File: config.mk
export PLATFORM = sky130hd
export DESIGN_NAME = flash_sector_protection
export DESIGN_NICKNAME = d
export VERILOG_FILES = /design/src/fsp_pkg.sv /design/src/fsp_prot_check.sv /design/src/flash_sector_protection.sv
export SDC_FILE = /design/constraint.sdc
export NUM_CORES = 1
export LEC_CHECK = 0
export BUFFER_PORTS_ARGS = -buffer_cell sky130_fd_sc_hd__buf_2
export CAP_MARGIN = 20
export CORE_MARGIN = 2
export CORE_UTILIZATION = 35
export CTS_CLUSTER_SIZE = 30
export DETAILED_ROUTE_END_ITERATION = 7
export PLACE_DENSITY = 0.83
export SLEW_MARGIN = 15
export SYNTH_ARGS = -nofsm -noshare
export SYNTH_HDL_FRONTEND = slang
export SYNTH_HIERARCHICAL = 1
export SYNTH_SLANG_ARGS = --single-unit
File: constraint.sdc
create_clock -name sys_clk -period 2.2 [get_ports sys_clk]
set_input_delay 0.22 -clock sys_clk [delete_from_list [all_inputs] [get_ports sys_clk]]
set_output_delay 0.22 -clock sys_clk [all_outputs]
set_load 0.05 [all_outputs]
File: src/fsp_pkg.sv
// Purpose: shared constants and types for the flash sector protection block
// Assumes: 16-bit flash array addresses, 8-bit protection setting
// Notes: zone masks let two settings be compared as sets of protected space
package fsp_pkg;

  // ---------------------------------------------------------------
  // register map (byte addresses, one aligned word each)
  // ---------------------------------------------------------------
  localparam logic [3:0] ADDR_SETTING = 4'h4;
  localparam logic [3:0] ADDR_STATUS = 4'h8;
  localparam int STAT_VIOL_BIT = 0;
  localparam int STAT_LOADED_BIT = 1;

  // ---------------------------------------------------------------
  // nonvolatile source and reset values
  // ---------------------------------------------------------------
  localparam logic [15:0] NV_PROT_ADDR = 16'hFF0D;
  // protects nothing; commands are held off until the nonvolatile byte has arrived
  localparam logic [7:0] SETTING_RESET = 8'hFF;
  localparam logic [31:0] RDATA_RESET = 32'h0000_0000;

  // ---------------------------------------------------------------
  // protection setting field layout, bit 7 down to bit 0
  // ---------------------------------------------------------------
  typedef struct packed {
    logic protectPolaritySelect;
    logic spareNonvolatileFlag;
    logic upperRangeDisable;
    logic [1:0] upperRangeSize;
    logic lowerRangeDisable;
    logic [1:0] lowerRangeSize;
  } fsp_setting_type;

  // ---------------------------------------------------------------
  // commands from the flash command controller
  // ---------------------------------------------------------------
  typedef enum logic [1:0] {
    CMD_PROGRAM = 2'h0,
    CMD_SECTOR_ERASE = 2'h1,
    CMD_MASS_ERASE = 2'h2,
    CMD_OTHER = 2'h3
  } fsp_cmd_kind_type;

  typedef struct packed {
    fsp_cmd_kind_type kind;
    logic [15:0] addr;
  } fsp_cmd_type;

  // ---------------------------------------------------------------
  // zones: 0..3 upper granules from the top, 4..7 lower granules
  // from 0x4000 upward, 8 everything else
  // ---------------------------------------------------------------
  localparam int ZONE_COUNT = 9;
  localparam logic [15:0] UPPER_START [4] =
    '{16'hF800, 16'hF000, 16'hE000, 16'hC000};
  localparam logic [15:0] LOWER_START = 16'h4000;
  localparam logic [15:0] LOWER_END [4] =
    '{16'h43FF, 16'h47FF, 16'h4FFF, 16'h5FFF};

  // protected zones implied by one setting
  function automatic logic [8:0] prot_mask(input fsp_setting_type s);
    logic [3:0] upWin;
    logic [3:0] loWin;
    logic [8:0] win;
    upWin = 4'h0;
    loWin = 4'h0;
    for (int i = 0; i < 4; i++)
    begin
      upWin[i] = (2'(i) <= s.upperRangeSize) & ~s.upperRangeDisable;
      loWin[i] = (2'(i) <= s.lowerRangeSize) & ~s.lowerRangeDisable;
    end
    win = {1'b0, loWin, upWin};
    // polarity one: windows are protected; zero: windows are the holes
    prot_mask = s.protectPolaritySelect ? win : ~win;
  endfunction

endpackage

File: src/fsp_prot_check.sv
// Purpose: decides whether one array address lies in protected space
// Assumes: protMask built by fsp_pkg::prot_mask
// Notes: purely combinational so the verdict is ready in the accept cycle
`timescale 1ns/10ps
module fsp_prot_check
(
  input wire logic [8:0] protMask,
  input wire logic [15:0] addr,
  output logic protectedHit
);

  logic [8:0] zone;

  // ---------------------------------------------------------------
  // address to one-hot zone
  // ---------------------------------------------------------------
  always_comb
  begin
    zone = 9'h000;
    if (addr >= fsp_pkg::UPPER_START[0])
      zone[0] = 1'b1;
    else if (addr >= fsp_pkg::UPPER_START[1])
      zone[1] = 1'b1;
    else if (addr >= fsp_pkg::UPPER_START[2])
      zone[2] = 1'b1;
    else if (addr >= fsp_pkg::UPPER_START[3])
      zone[3] = 1'b1;
    else if (addr < fsp_pkg::LOWER_START)
      zone[8] = 1'b1;
    else if (addr <= fsp_pkg::LOWER_END[0])
      zone[4] = 1'b1;
    else if (addr <= fsp_pkg::LOWER_END[1])
      zone[5] = 1'b1;
    else if (addr <= fsp_pkg::LOWER_END[2])
      zone[6] = 1'b1;
    else if (addr <= fsp_pkg::LOWER_END[3])
      zone[7] = 1'b1;
    else
      zone[8] = 1'b1;
  end

  assign protectedHit = |(zone & protMask);

endmodule

File: src/flash_sector_protection.sv
// Purpose: flash sector protection setting, write limits and violation check
// Assumes: single 200 MHz clock; array read port and command controller on it
// Notes: Avalon-MM slave answers one cycle after the request is seen
`timescale 1ns/10ps
module flash_sector_protection
(
  input wire logic sys_clk,
  input wire logic rstn,
  // Avalon-MM register slave
  input wire logic [3:0] avsAddress,
  input wire logic avsRead,
  input wire logic avsWrite,
  input wire logic [31:0] avsWriteData,
  input wire logic [3:0] avsByteEnable,
  output logic [31:0] avsReadData,
  output logic avsWaitRequest,
  // flash array read port for the reset-time load
  output logic arrRdReq,
  output logic [15:0] arrRdAddr,
  input wire logic [7:0] arrRdData,
  input wire logic arrRdValid,
  // command requests from the flash command controller
  input wire logic cmdValid,
  input wire fsp_pkg::fsp_cmd_type cmdReq,
  output logic cmdReady,
  output logic cmdGrant,
  output logic cmdDeny,
  // state seen by the rest of the flash module
  output fsp_pkg::fsp_setting_type protectSetting,
  output logic protectViolation
);

  // ---------------------------------------------------------------
  // load sequencer
  // ---------------------------------------------------------------
  typedef enum logic [1:0] {
    ST_LOAD = 2'b00,
    ST_RUN = 2'b01
  } fsp_state_type;

  fsp_state_type state_ff;
  fsp_state_type nxt_state;
  logic loaded;
  logic loadStrobe;

  assign loaded = (state_ff == ST_RUN);
  // a late array answer after the load is ignored
  assign loadStrobe = (state_ff == ST_LOAD) & arrRdValid;

  always_comb
  begin
    nxt_state = state_ff;
    unique case (state_ff)
      ST_LOAD:
      begin
        if (arrRdValid)
          nxt_state = ST_RUN;
      end
      ST_RUN:
      begin
        nxt_state = ST_RUN;
      end
      default:
      begin
        nxt_state = ST_LOAD;
      end
    endcase
  end

  always_ff @(posedge sys_clk or negedge rstn)
  begin
    if (!rstn)
      state_ff <= ST_LOAD;
    else
      state_ff <= nxt_state;
  end

  // request held until the array answers
  assign arrRdReq = (state_ff == ST_LOAD);
  assign arrRdAddr = fsp_pkg::NV_PROT_ADDR;

  // ---------------------------------------------------------------
  // bus handshake
  // ---------------------------------------------------------------
  logic ack_ff;
  logic busReq;
  logic busWrite;
  logic busRead;
  logic hitSetting;
  logic hitStatus;

  // registered answer trades one cycle of latency for clean timing
  assign busReq = (avsRead | avsWrite) & loaded;
  assign avsWaitRequest = ~ack_ff;
  assign busWrite = avsWrite & ack_ff;
  assign busRead = avsRead & ~ack_ff;
  assign hitSetting = (avsAddress == fsp_pkg::ADDR_SETTING);
  assign hitStatus = (avsAddress == fsp_pkg::ADDR_STATUS);

  always_ff @(posedge sys_clk or negedge rstn)
  begin
    if (!rstn)
      ack_ff <= 1'b0;
    else
      ack_ff <= busReq & ~ack_ff;
  end

  // ---------------------------------------------------------------
  // protection setting write filter
  // ---------------------------------------------------------------
  fsp_pkg::fsp_setting_type setting_ff;
  fsp_pkg::fsp_setting_type candidate;
  fsp_pkg::fsp_setting_type wrBits;
  logic [8:0] curMask;
  logic [8:0] candMask;
  logic tightens;
  logic settingWrite;
  logic settingCommit;
  logic polarityKeep;
  logic upperSizeOpen;
  logic lowerSizeOpen;

  assign wrBits = avsWriteData[7:0];
  assign settingWrite = busWrite & hitSetting & avsByteEnable[0];

  // field limits judged on the value held before the write
  assign polarityKeep = setting_ff.protectPolaritySelect &
    wrBits.protectPolaritySelect;
  assign upperSizeOpen = setting_ff.upperRangeDisable;
  assign lowerSizeOpen = setting_ff.lowerRangeDisable;

  // spare flag bit stays as loaded; software cannot move it
  always_comb
  begin
    candidate = setting_ff;
    // polarity can only drop to zero
    candidate.protectPolaritySelect = polarityKeep;
    candidate.upperRangeDisable = wrBits.upperRangeDisable;
    candidate.lowerRangeDisable = wrBits.lowerRangeDisable;
    if (upperSizeOpen)
      candidate.upperRangeSize = wrBits.upperRangeSize;
    if (lowerSizeOpen)
      candidate.lowerRangeSize = wrBits.lowerRangeSize;
  end

  // protected zones per polarity, disable bits and sizes
  assign curMask =
    fsp_pkg::prot_mask(setting_ff);
  assign candMask = fsp_pkg::prot_mask(candidate);
  // accepted only if every zone protected now stays protected
  assign tightens = ((candMask & curMask) == curMask);
  // a rejected write leaves every field as it was, not just some
  assign settingCommit = settingWrite & tightens;

  always_ff @(posedge sys_clk or negedge rstn)
  begin
    if (!rstn)
      setting_ff <= fsp_pkg::SETTING_RESET;
    else if (loadStrobe)
      setting_ff <= arrRdData;
    else if (settingCommit)
      setting_ff <= candidate;
  end

  assign protectSetting = setting_ff;

  // ---------------------------------------------------------------
  // command check
  // ---------------------------------------------------------------
  logic cmdTaken;
  logic addrProtected;
  logic massAllowed;
  logic alters;
  logic refuse;
  logic violate;
  logic cmdGrant_ff;
  logic cmdDeny_ff;
  logic viol_ff;

  assign cmdReady = loaded;
  assign cmdTaken = cmdValid & loaded;

  fsp_prot_check u_check
  (
    .protMask(curMask),
    .addr(cmdReq.addr),
    .protectedHit(addrProtected)
  );

  assign massAllowed = setting_ff.protectPolaritySelect &
    setting_ff.upperRangeDisable & setting_ff.lowerRangeDisable;

  always_comb
  begin
    alters = 1'b0;
    violate = 1'b0;
    unique case (cmdReq.kind)
      fsp_pkg::CMD_PROGRAM, fsp_pkg::CMD_SECTOR_ERASE:
      begin
        alters = 1'b1;
        violate = addrProtected;
      end
      fsp_pkg::CMD_MASS_ERASE:
      begin
        alters = 1'b1;
        violate = ~massAllowed;
      end
      fsp_pkg::CMD_OTHER:
      begin
        alters = 1'b0;
        violate = 1'b0;
      end
    endcase
  end

  // an outstanding violation blocks every launch
  assign refuse = viol_ff | (alters & violate);

  // grant pulse, one cycle per accepted command
  always_ff @(posedge sys_clk or negedge rstn)
  begin
    if (!rstn)
      cmdGrant_ff <= 1'b0;
    else
      cmdGrant_ff <= cmdTaken & ~refuse;
  end

  // deny pulse; the flag itself is kept in its own section
  always_ff @(posedge sys_clk or negedge rstn)
  begin
    if (!rstn)
      cmdDeny_ff <= 1'b0;
    else
      cmdDeny_ff <= cmdTaken & refuse;
  end

  assign cmdGrant = cmdGrant_ff;
  assign cmdDeny = cmdDeny_ff;

  // ---------------------------------------------------------------
  // violation flag
  // ---------------------------------------------------------------
  logic violSet;
  logic violClear;
  logic nxt_viol;

  assign violSet = cmdTaken & ~viol_ff & alters & violate;
  assign violClear = busWrite & hitStatus & avsByteEnable[0] &
    avsWriteData[fsp_pkg::STAT_VIOL_BIT];

  // set needs the flag clear, so a violation in the cycle that clears a set flag is denied but lost
  always_comb
  begin
    nxt_viol = viol_ff;
    if (violClear)
      nxt_viol = 1'b0;
    if (violSet)
      nxt_viol = 1'b1;
  end

  always_ff @(posedge sys_clk or negedge rstn)
  begin
    if (!rstn)
      viol_ff <= 1'b0;
    else
      viol_ff <= nxt_viol;
  end

  assign protectViolation = viol_ff;

  // ---------------------------------------------------------------
  // read data
  // ---------------------------------------------------------------
  logic [31:0] statusWord;
  logic [31:0] rdMux;
  logic [31:0] rdata_ff;

  // status bits other than flag and load done read zero
  always_comb
  begin
    statusWord = 32'h0000_0000;
    statusWord[fsp_pkg::STAT_VIOL_BIT] = viol_ff;
    statusWord[fsp_pkg::STAT_LOADED_BIT] = loaded;
  end

  always_comb
  begin
    rdMux = 32'h0000_0000;
    if (hitSetting)
      rdMux[7:0] = setting_ff;
    else if (hitStatus)
      rdMux = statusWord;
  end

  // unmapped addresses read zero
  always_ff @(posedge sys_clk or negedge rstn)
  begin
    if (!rstn)
      rdata_ff <= fsp_pkg::RDATA_RESET;
    else if (busRead && loaded)
      rdata_ff <= rdMux;
  end

  assign avsReadData = rdata_ff;

endmodule

# [Word-level counts from Yosys, hierarchy flattened]
# Index checks and enable logic that the tools add are counted.
[totals] in_bits=72 wordCells=137 reg_bits=46 output_inout_bits=62
[op_classes] reduce_logical=8 n_eq_ne=8 n_mux=33 bitwise=51 magnitude_cmp=25
[ops] operator=">= comparator 16 bit (second input constant)" count=4
[ops] operator="<= comparator 16 x 15 -> 1 bit (second input constant)" count=4
[ops] operator="AND 1 bit" count=37
[ops] operator="two-way mux 8 bit" count=4
[ops] operator="two-way mux 24 bit" count=1
[ops] operator="AND 9 bit" count=2
[ops] operator="two-way mux 9 bit" count=2
[ops] operator="inverter 8 -> 9 bit" count=2
[ops] operator="<= comparator 1 x 2 -> 1 bit (first input constant)" count=8
[ops] operator="<= comparator 2 bit (first input constant)" count=8
[ops] operator="< comparator 16 x 15 -> 1 bit (second input constant)" count=1
[ops] operator="two-way mux 1 bit" count=12
[ops] operator="two-way mux 2 bit" count=5
[ops] operator="equality test 9 bit" count=1
[ops] operator="OR reduction 9 bit" count=1
[ops] operator="two-way mux 4 bit" count=2
[ops] operator="inverter 1 bit" count=8
[ops] operator="two-way mux 7 bit" count=1
[ops] operator="two-way mux 6 bit" count=1
[ops] operator="two-way mux 5 bit" count=1
[ops] operator="equality test 2 x 1 -> 1 bit (second input constant)" count=2
[ops] operator="equality test 2 bit (second input constant)" count=2
[ops] operator="equality test 4 x 3 -> 1 bit (second input constant)" count=1
[ops] operator="equality test 4 bit (second input constant)" count=1
[ops] operator="other kinds (11)" count=14

# [Depth between registers and ports, before layout]
[depth] ltp_word=17 ltp_mapped=9 depth_no_buf=9

# [By module]
# Netlist, hierarchy kept.
[modules_own_cells] mod="flash_sector_protection" instances=1 cells_each=170 area_each_um2=1529.0 seq_area_each_um2=535.5
[modules_own_cells] mod="fsp_prot_check" instances=1 cells_each=16 area_each_um2=110.1 seq_area_each_um2=0.0

# [Worst setup path after synthesis]
# Ideal clock, no wire load.
[synth_timing] kind="register -> register" startpoint="register setting_ff, in the netlist protectSetting[7]" endpoint="register cmdGrant_ff (netlist: cmdGrant)" synth_period_minus_slack_ns=2.491 setup_ns=0.069 arrival_time_ns=2.422 stages_incl_launch_ff=10 path_buffers=1 required_time_ns=2.131 setup_slack_ns=-0.291 path_cell_list="dfstp_2 buf_2 inv_1 xnor2_1 mux2_4 a211oi_2 o32ai_1 nor2b_1 a211oi_1 and3_1"
[synth_via] elab_chain_cells=8 word_cells_on_any_way=11 classes_between="mux (2); bitwise (8); reduce/logical (1)"
[synth_rtl] element="start, declared" line_no="flash_sector_protection.sv:111" source="fsp_pkg::fsp_setting_type setting_ff;"
[synth_rtl] element="start signal, assigned" line_no="flash_sector_protection.sv:158" source="setting_ff <= fsp_pkg::SETTING_RESET;"
[synth_rtl] element="start signal, assigned" line_no="flash_sector_protection.sv:160" source="setting_ff <= arrRdData;"
[synth_rtl] element="start signal, assigned" line_no="flash_sector_protection.sv:162" source="setting_ff <= candidate;"
[synth_rtl] element="two-way mux 9 bit" line_no="fsp_pkg.sv:74" source="prot_mask = s.protectPolaritySelect ? win : ~win;"
[synth_rtl] element="named net curMask[8]" line_no="flash_sector_protection.sv:114" source="logic [8:0] curMask;"
[synth_rtl] element="AND 9 bit" line_no="fsp_prot_check.sv:42" source="assign protectedHit = |(zone & protMask);"
[synth_rtl] element="OR reduction 9 bit" line_no="fsp_prot_check.sv:42"
[synth_rtl] element="named net addrProtected" line_no="flash_sector_protection.sv:171" source="logic addrProtected;"
[synth_rtl] element="case mux 1 bit (3 select lines)" line_no="flash_sector_protection.sv:197" source="unique case (cmdReq.kind)"
[synth_rtl] element="AND 1 bit" line_no="flash_sector_protection.sv:217" source="assign refuse = viol_ff | (alters & violate);"
[synth_rtl] element="OR 1 bit" line_no="flash_sector_protection.sv:217"
[synth_rtl] element="inverter 1 bit" line_no="flash_sector_protection.sv:225" source="cmdGrant_ff <= cmdTaken & ~refuse;"
[synth_rtl] element="AND 1 bit" line_no="flash_sector_protection.sv:225"
[synth_rtl] element="end signal, assigned" line_no="flash_sector_protection.sv:225"
[synth_rtl] element="end, declared" line_no="flash_sector_protection.sv:176" source="logic cmdGrant_ff;"
# The timed path passes the listed nets, and every way through them passes these cells.
# A chain may end at the register's enable or synchronous reset.

# [Worst setup path after layout]
# Same ends and word-level chain as after synthesis.

==> implementation parameters <==
Parameter                              Value

Floorplanning
  Area of the die ... 0.00525 mm^2
  Core area ... 0.00444 mm^2
  Floorplan row count ... 24
  Initial core utilization ... 36.9%
  Die X-Extent ... 72.4 um
  Die height ... 72.4 um
  Top Ports ... 134

STA
  Fin Clk Skew ... 0.00595 ns
  Max Fclk ... 462 MHz
  Final critical-path required period ... 2.16 ns
  Unrepaired setup endpoints after global routing ... true
  Hold violation count in the final report ... 0
  Setup total negative slack ... 0 ns
  Fin. max-slew vios ... 0
  Period utilization ... 98.3%
  Number of endpoints failing setup at the final stage ... 0

Hold path
  Hold Path Sink ... protectSetting[6]
  Hold Path Cell Cnt ... 3
  Beginning of the worst hold path ... arrRdData[6]
  Worst min path class ... input pin to flip-flop

Yosys
  Share of the synthesized area in compound gates (AO/OA/AOI/OAI) ... 17.4%
  Sequential-to-total area share from yosys stat ... 32.7%
  Number of flip-flops and latches in the synthesized netlist ... 21
  Library cells used by synthesis ... 50
  Adder-cell area share of the yosys netlist ... 0.763%
  Dominant combinational cell family by area after synthesis ... buffers and inverters
  Area share of and/or/nand/nor cells after synthesis ... 17.9%
  Xor/xnor cell area share of the yosys netlist ... 5.34%
  Top flip-flop cell by instance count after synthesis ... sky130_fd_sc_hd__dfrtp_1
  Number of cells produced by synthesis ... 186
  Number of enable-type register cells in the synthesized netlist ... 0
  Portion of netlist area occupied by mux cells ... 3.36%
  Summed instance area of the synthesized netlist ... 0.00164 mm^2
  Number of warnings reported in the yosys synthesis log ... 6
  Syn avg cell area ... 8.81 um^2
  Proportion of synthesized flip-flops having asynchronous set or reset ... 100%

Cells and area
  Design area ... 0.00198 mm^2
  Layout Area Growth over Synthesis ... 20.5%
  Filler-free cell count of the finished design ... 303
  Most frequent standard cell in the layout excluding fill and tap cells ... sky130_fd_sc_hd__buf_2
  Post-layout utilization of the core ... 44.5%
  Fraction of layout cells with a size suffix above 1 ... 35.9%
  Most frequent cells in the layout ... sky130_fd_sc_hd__buf_2 (55), sky130_fd_sc_hd__conb_1 (40), sky130_fd_sc_hd__nand2_1 (13), sky130_fd_sc_hd__dfrtp_1 (13), sky130_fd_sc_hd__buf_4 (13)
  Number of nets in the final layout ... 325
  Flip-flop count of the largest register after layout ... 8
  N_diodes ... 0

Place
  Placer congestion estimate ... 0.887
  Area after DPL ... 0.00187 mm^2
  Half-perimeter wire length after detailed placement ... 3010 um
  Number of buffers added on ports ... 55
  Instance count after placement with tap cells included ... 294

Routing
  Length of the first detailed-routing pass in iterations ... 4
  Violation count after the first detailed-route iteration ... 99
  Total length of routed met2 wires ... 2030 um
  Number of design rule violations left after detail routing ... 0
  Mean routed wirelength per cell ... 12.7 um
  Routed via count divided by cell count ... 4.76
  Detailed-routing wirelength on met1 ... 1520 um
  Routed Wire Length ... 3850 um
  Antenna Violating Nets Remaining ... 0
  Detailed-routed wire length on met3 ... 281 um
  Highest metal used ... met4
  Via count ... 1443

Clock network
  Clock tree from TritonCTS ... built
  Insertion delay to the later sink of the worst-skew pair ... 0.26 ns
  Number of buffers created by CTS ... 3
  Clk slew on worst S/H paths ... 0.08 ns
  CTS Root Cell ... sky130_fd_sc_hd__clkbuf_8
  Sink Count ... 21
  Clock Tree Buf Depth ... 2
  Max H-tree Level ... 1

Global route
  Initial antenna violation count ... 0
  Global-route wire length before repair ... 5700 um
  Via count of the first global-routing pass ... 1260
  Final global-route overflow total ... 0
  Global Route Usage Sum ... 13.7%
  Largest net degree at the start of global routing ... 22

Power
  Total power per unit cell area ... 728 mW/mm^2
  Max VDD drop ... 0.000267 V
  Leakage power figure ... 1.03 nW
  Final total power ... 0.00144 W

Setup path
  Largest driver fanout on the critical path ... 8
  Category of the worst setup path launch point ... flip-flop
  Endpoint of the worst register-to-register path ... cmdGrant
  Endpoint required time on the critical path ... 2.41 ns
  Reg2reg setup slack ... 0.04 ns
  Endpoint type of the worst setup path ... flip-flop
  Crit Path Category ... flip-flop to flip-flop
  Startpoint of the lowest-slack register-to-register path ... protectSetting[7]
  Worst Reg2Reg Path Length in Cells ... 7
  Data arrival time of the critical path ... 2.37 ns

Outcome
  Outcome ... finished clean

Run
  Reported max-cap violation count ... 0
[metal layers]
| layer | up-vias | track usage [%] |
|---|---|---|
| met5 | - | 0 |
| met4 | 0 | 3.70 |
| met3 | 2 | 1.67 |
| met2 | 63 | 24.5 |
| met1 | 678 | 17.5 |
| li1 | 700 | - |
[worst max path at each step]
stage / start / to / slack (ns) / cells past startpoint
after global placement: protectSetting[7] / upperSizeOpen / 0.03 / 5
final: protectSetting[7] / cmdGrant / 0.04 / 7
after floorplan: protectSetting[7] / cmdGrant / 0.006 / 9
after CTS: protectSetting[7] / upperSizeOpen / 0.01 / 5
after global routing: upperSizeOpen / cmdGrant / -0.06 / 8
after detailed placement: protectSetting[7] / protectSetting[7] / -0.02 / 5
[power by group]
group	internal, W	switching [W]
combinational	0.000202	0.000479
sequential	0.000448	0.0000554
clock	0.000126	0.000129
[per-stage QoR]
stage	hold WS, ns	worst slack (ns)
2_1_floorplan	-0.0756	0.00602
3_3_place_gp	0.194	0.0288
3_5_place_dp	0.203	-0.0232
4_1_cts	0.132	0.0118
5_1_grt	0.146	-0.0562
6_report	0.135	0.0368
[Yosys cell counts (all sizes together), types with 6 or more instances]
cell type / number / share of area [%]
nand2: 13 / 3.0
nand3: 7 / 2.1
inv: 8 / 1.8
dfrtp: 13 / 20
a21oi: 12 / 3.7
nor2: 6 / 1.4
dfstp: 8 / 13
a22o: 6 / 3.2
buf: 44 / 20
xnor2: 8 / 4.3
nor2b: 8 / 3.1
[worst max-delay path, cell delays in order (launching register included)]
cell and delay [ns]:
sky130_fd_sc_hd__dfstp_4 0.68, sky130_fd_sc_hd__ha_1 0.26, sky130_fd_sc_hd__mux2_4 0.27, sky130_fd_sc_hd__a211oi_2 0.20, sky130_fd_sc_hd__o32ai_2 0.10, sky130_fd_sc_hd__nor2b_1 0.15
sky130_fd_sc_hd__a211oi_2 0.27, sky130_fd_sc_hd__and3_1 0.19
[cell type report]
cell class / count / area, um^2
multi-input cells: 149 / 912
clock inverters: 1 / 5.00
clock buffers: 3 / 41.3
flip-flops and latches: 21 / 539
well taps: 52 / 65.1
fillers: 436 / 2470
inverters: 8 / 30.0
repair buffers: 69 / 383
[timing repair]
item                                    in CTS  in global routing
gates resized for setup                      1                  4
pin swaps                                    0                  6
hold buffers                                 1                  0
buffers inserted                             3                  1
endpoints found under the setup margin       2                 10
endpoints found under the hold margin       13                  0
[cell families after synthesis]
kind of cell,count (synthesis)
DFF,21
AOI/OAI and AO/OA,40
other,2
adders and majority gates,1
buffers and inverters,54
muxes,5
and+or+nand+nor,53
xor gates and xnor gates,10
No activity file was read; power rests on OpenSTA's default activity.
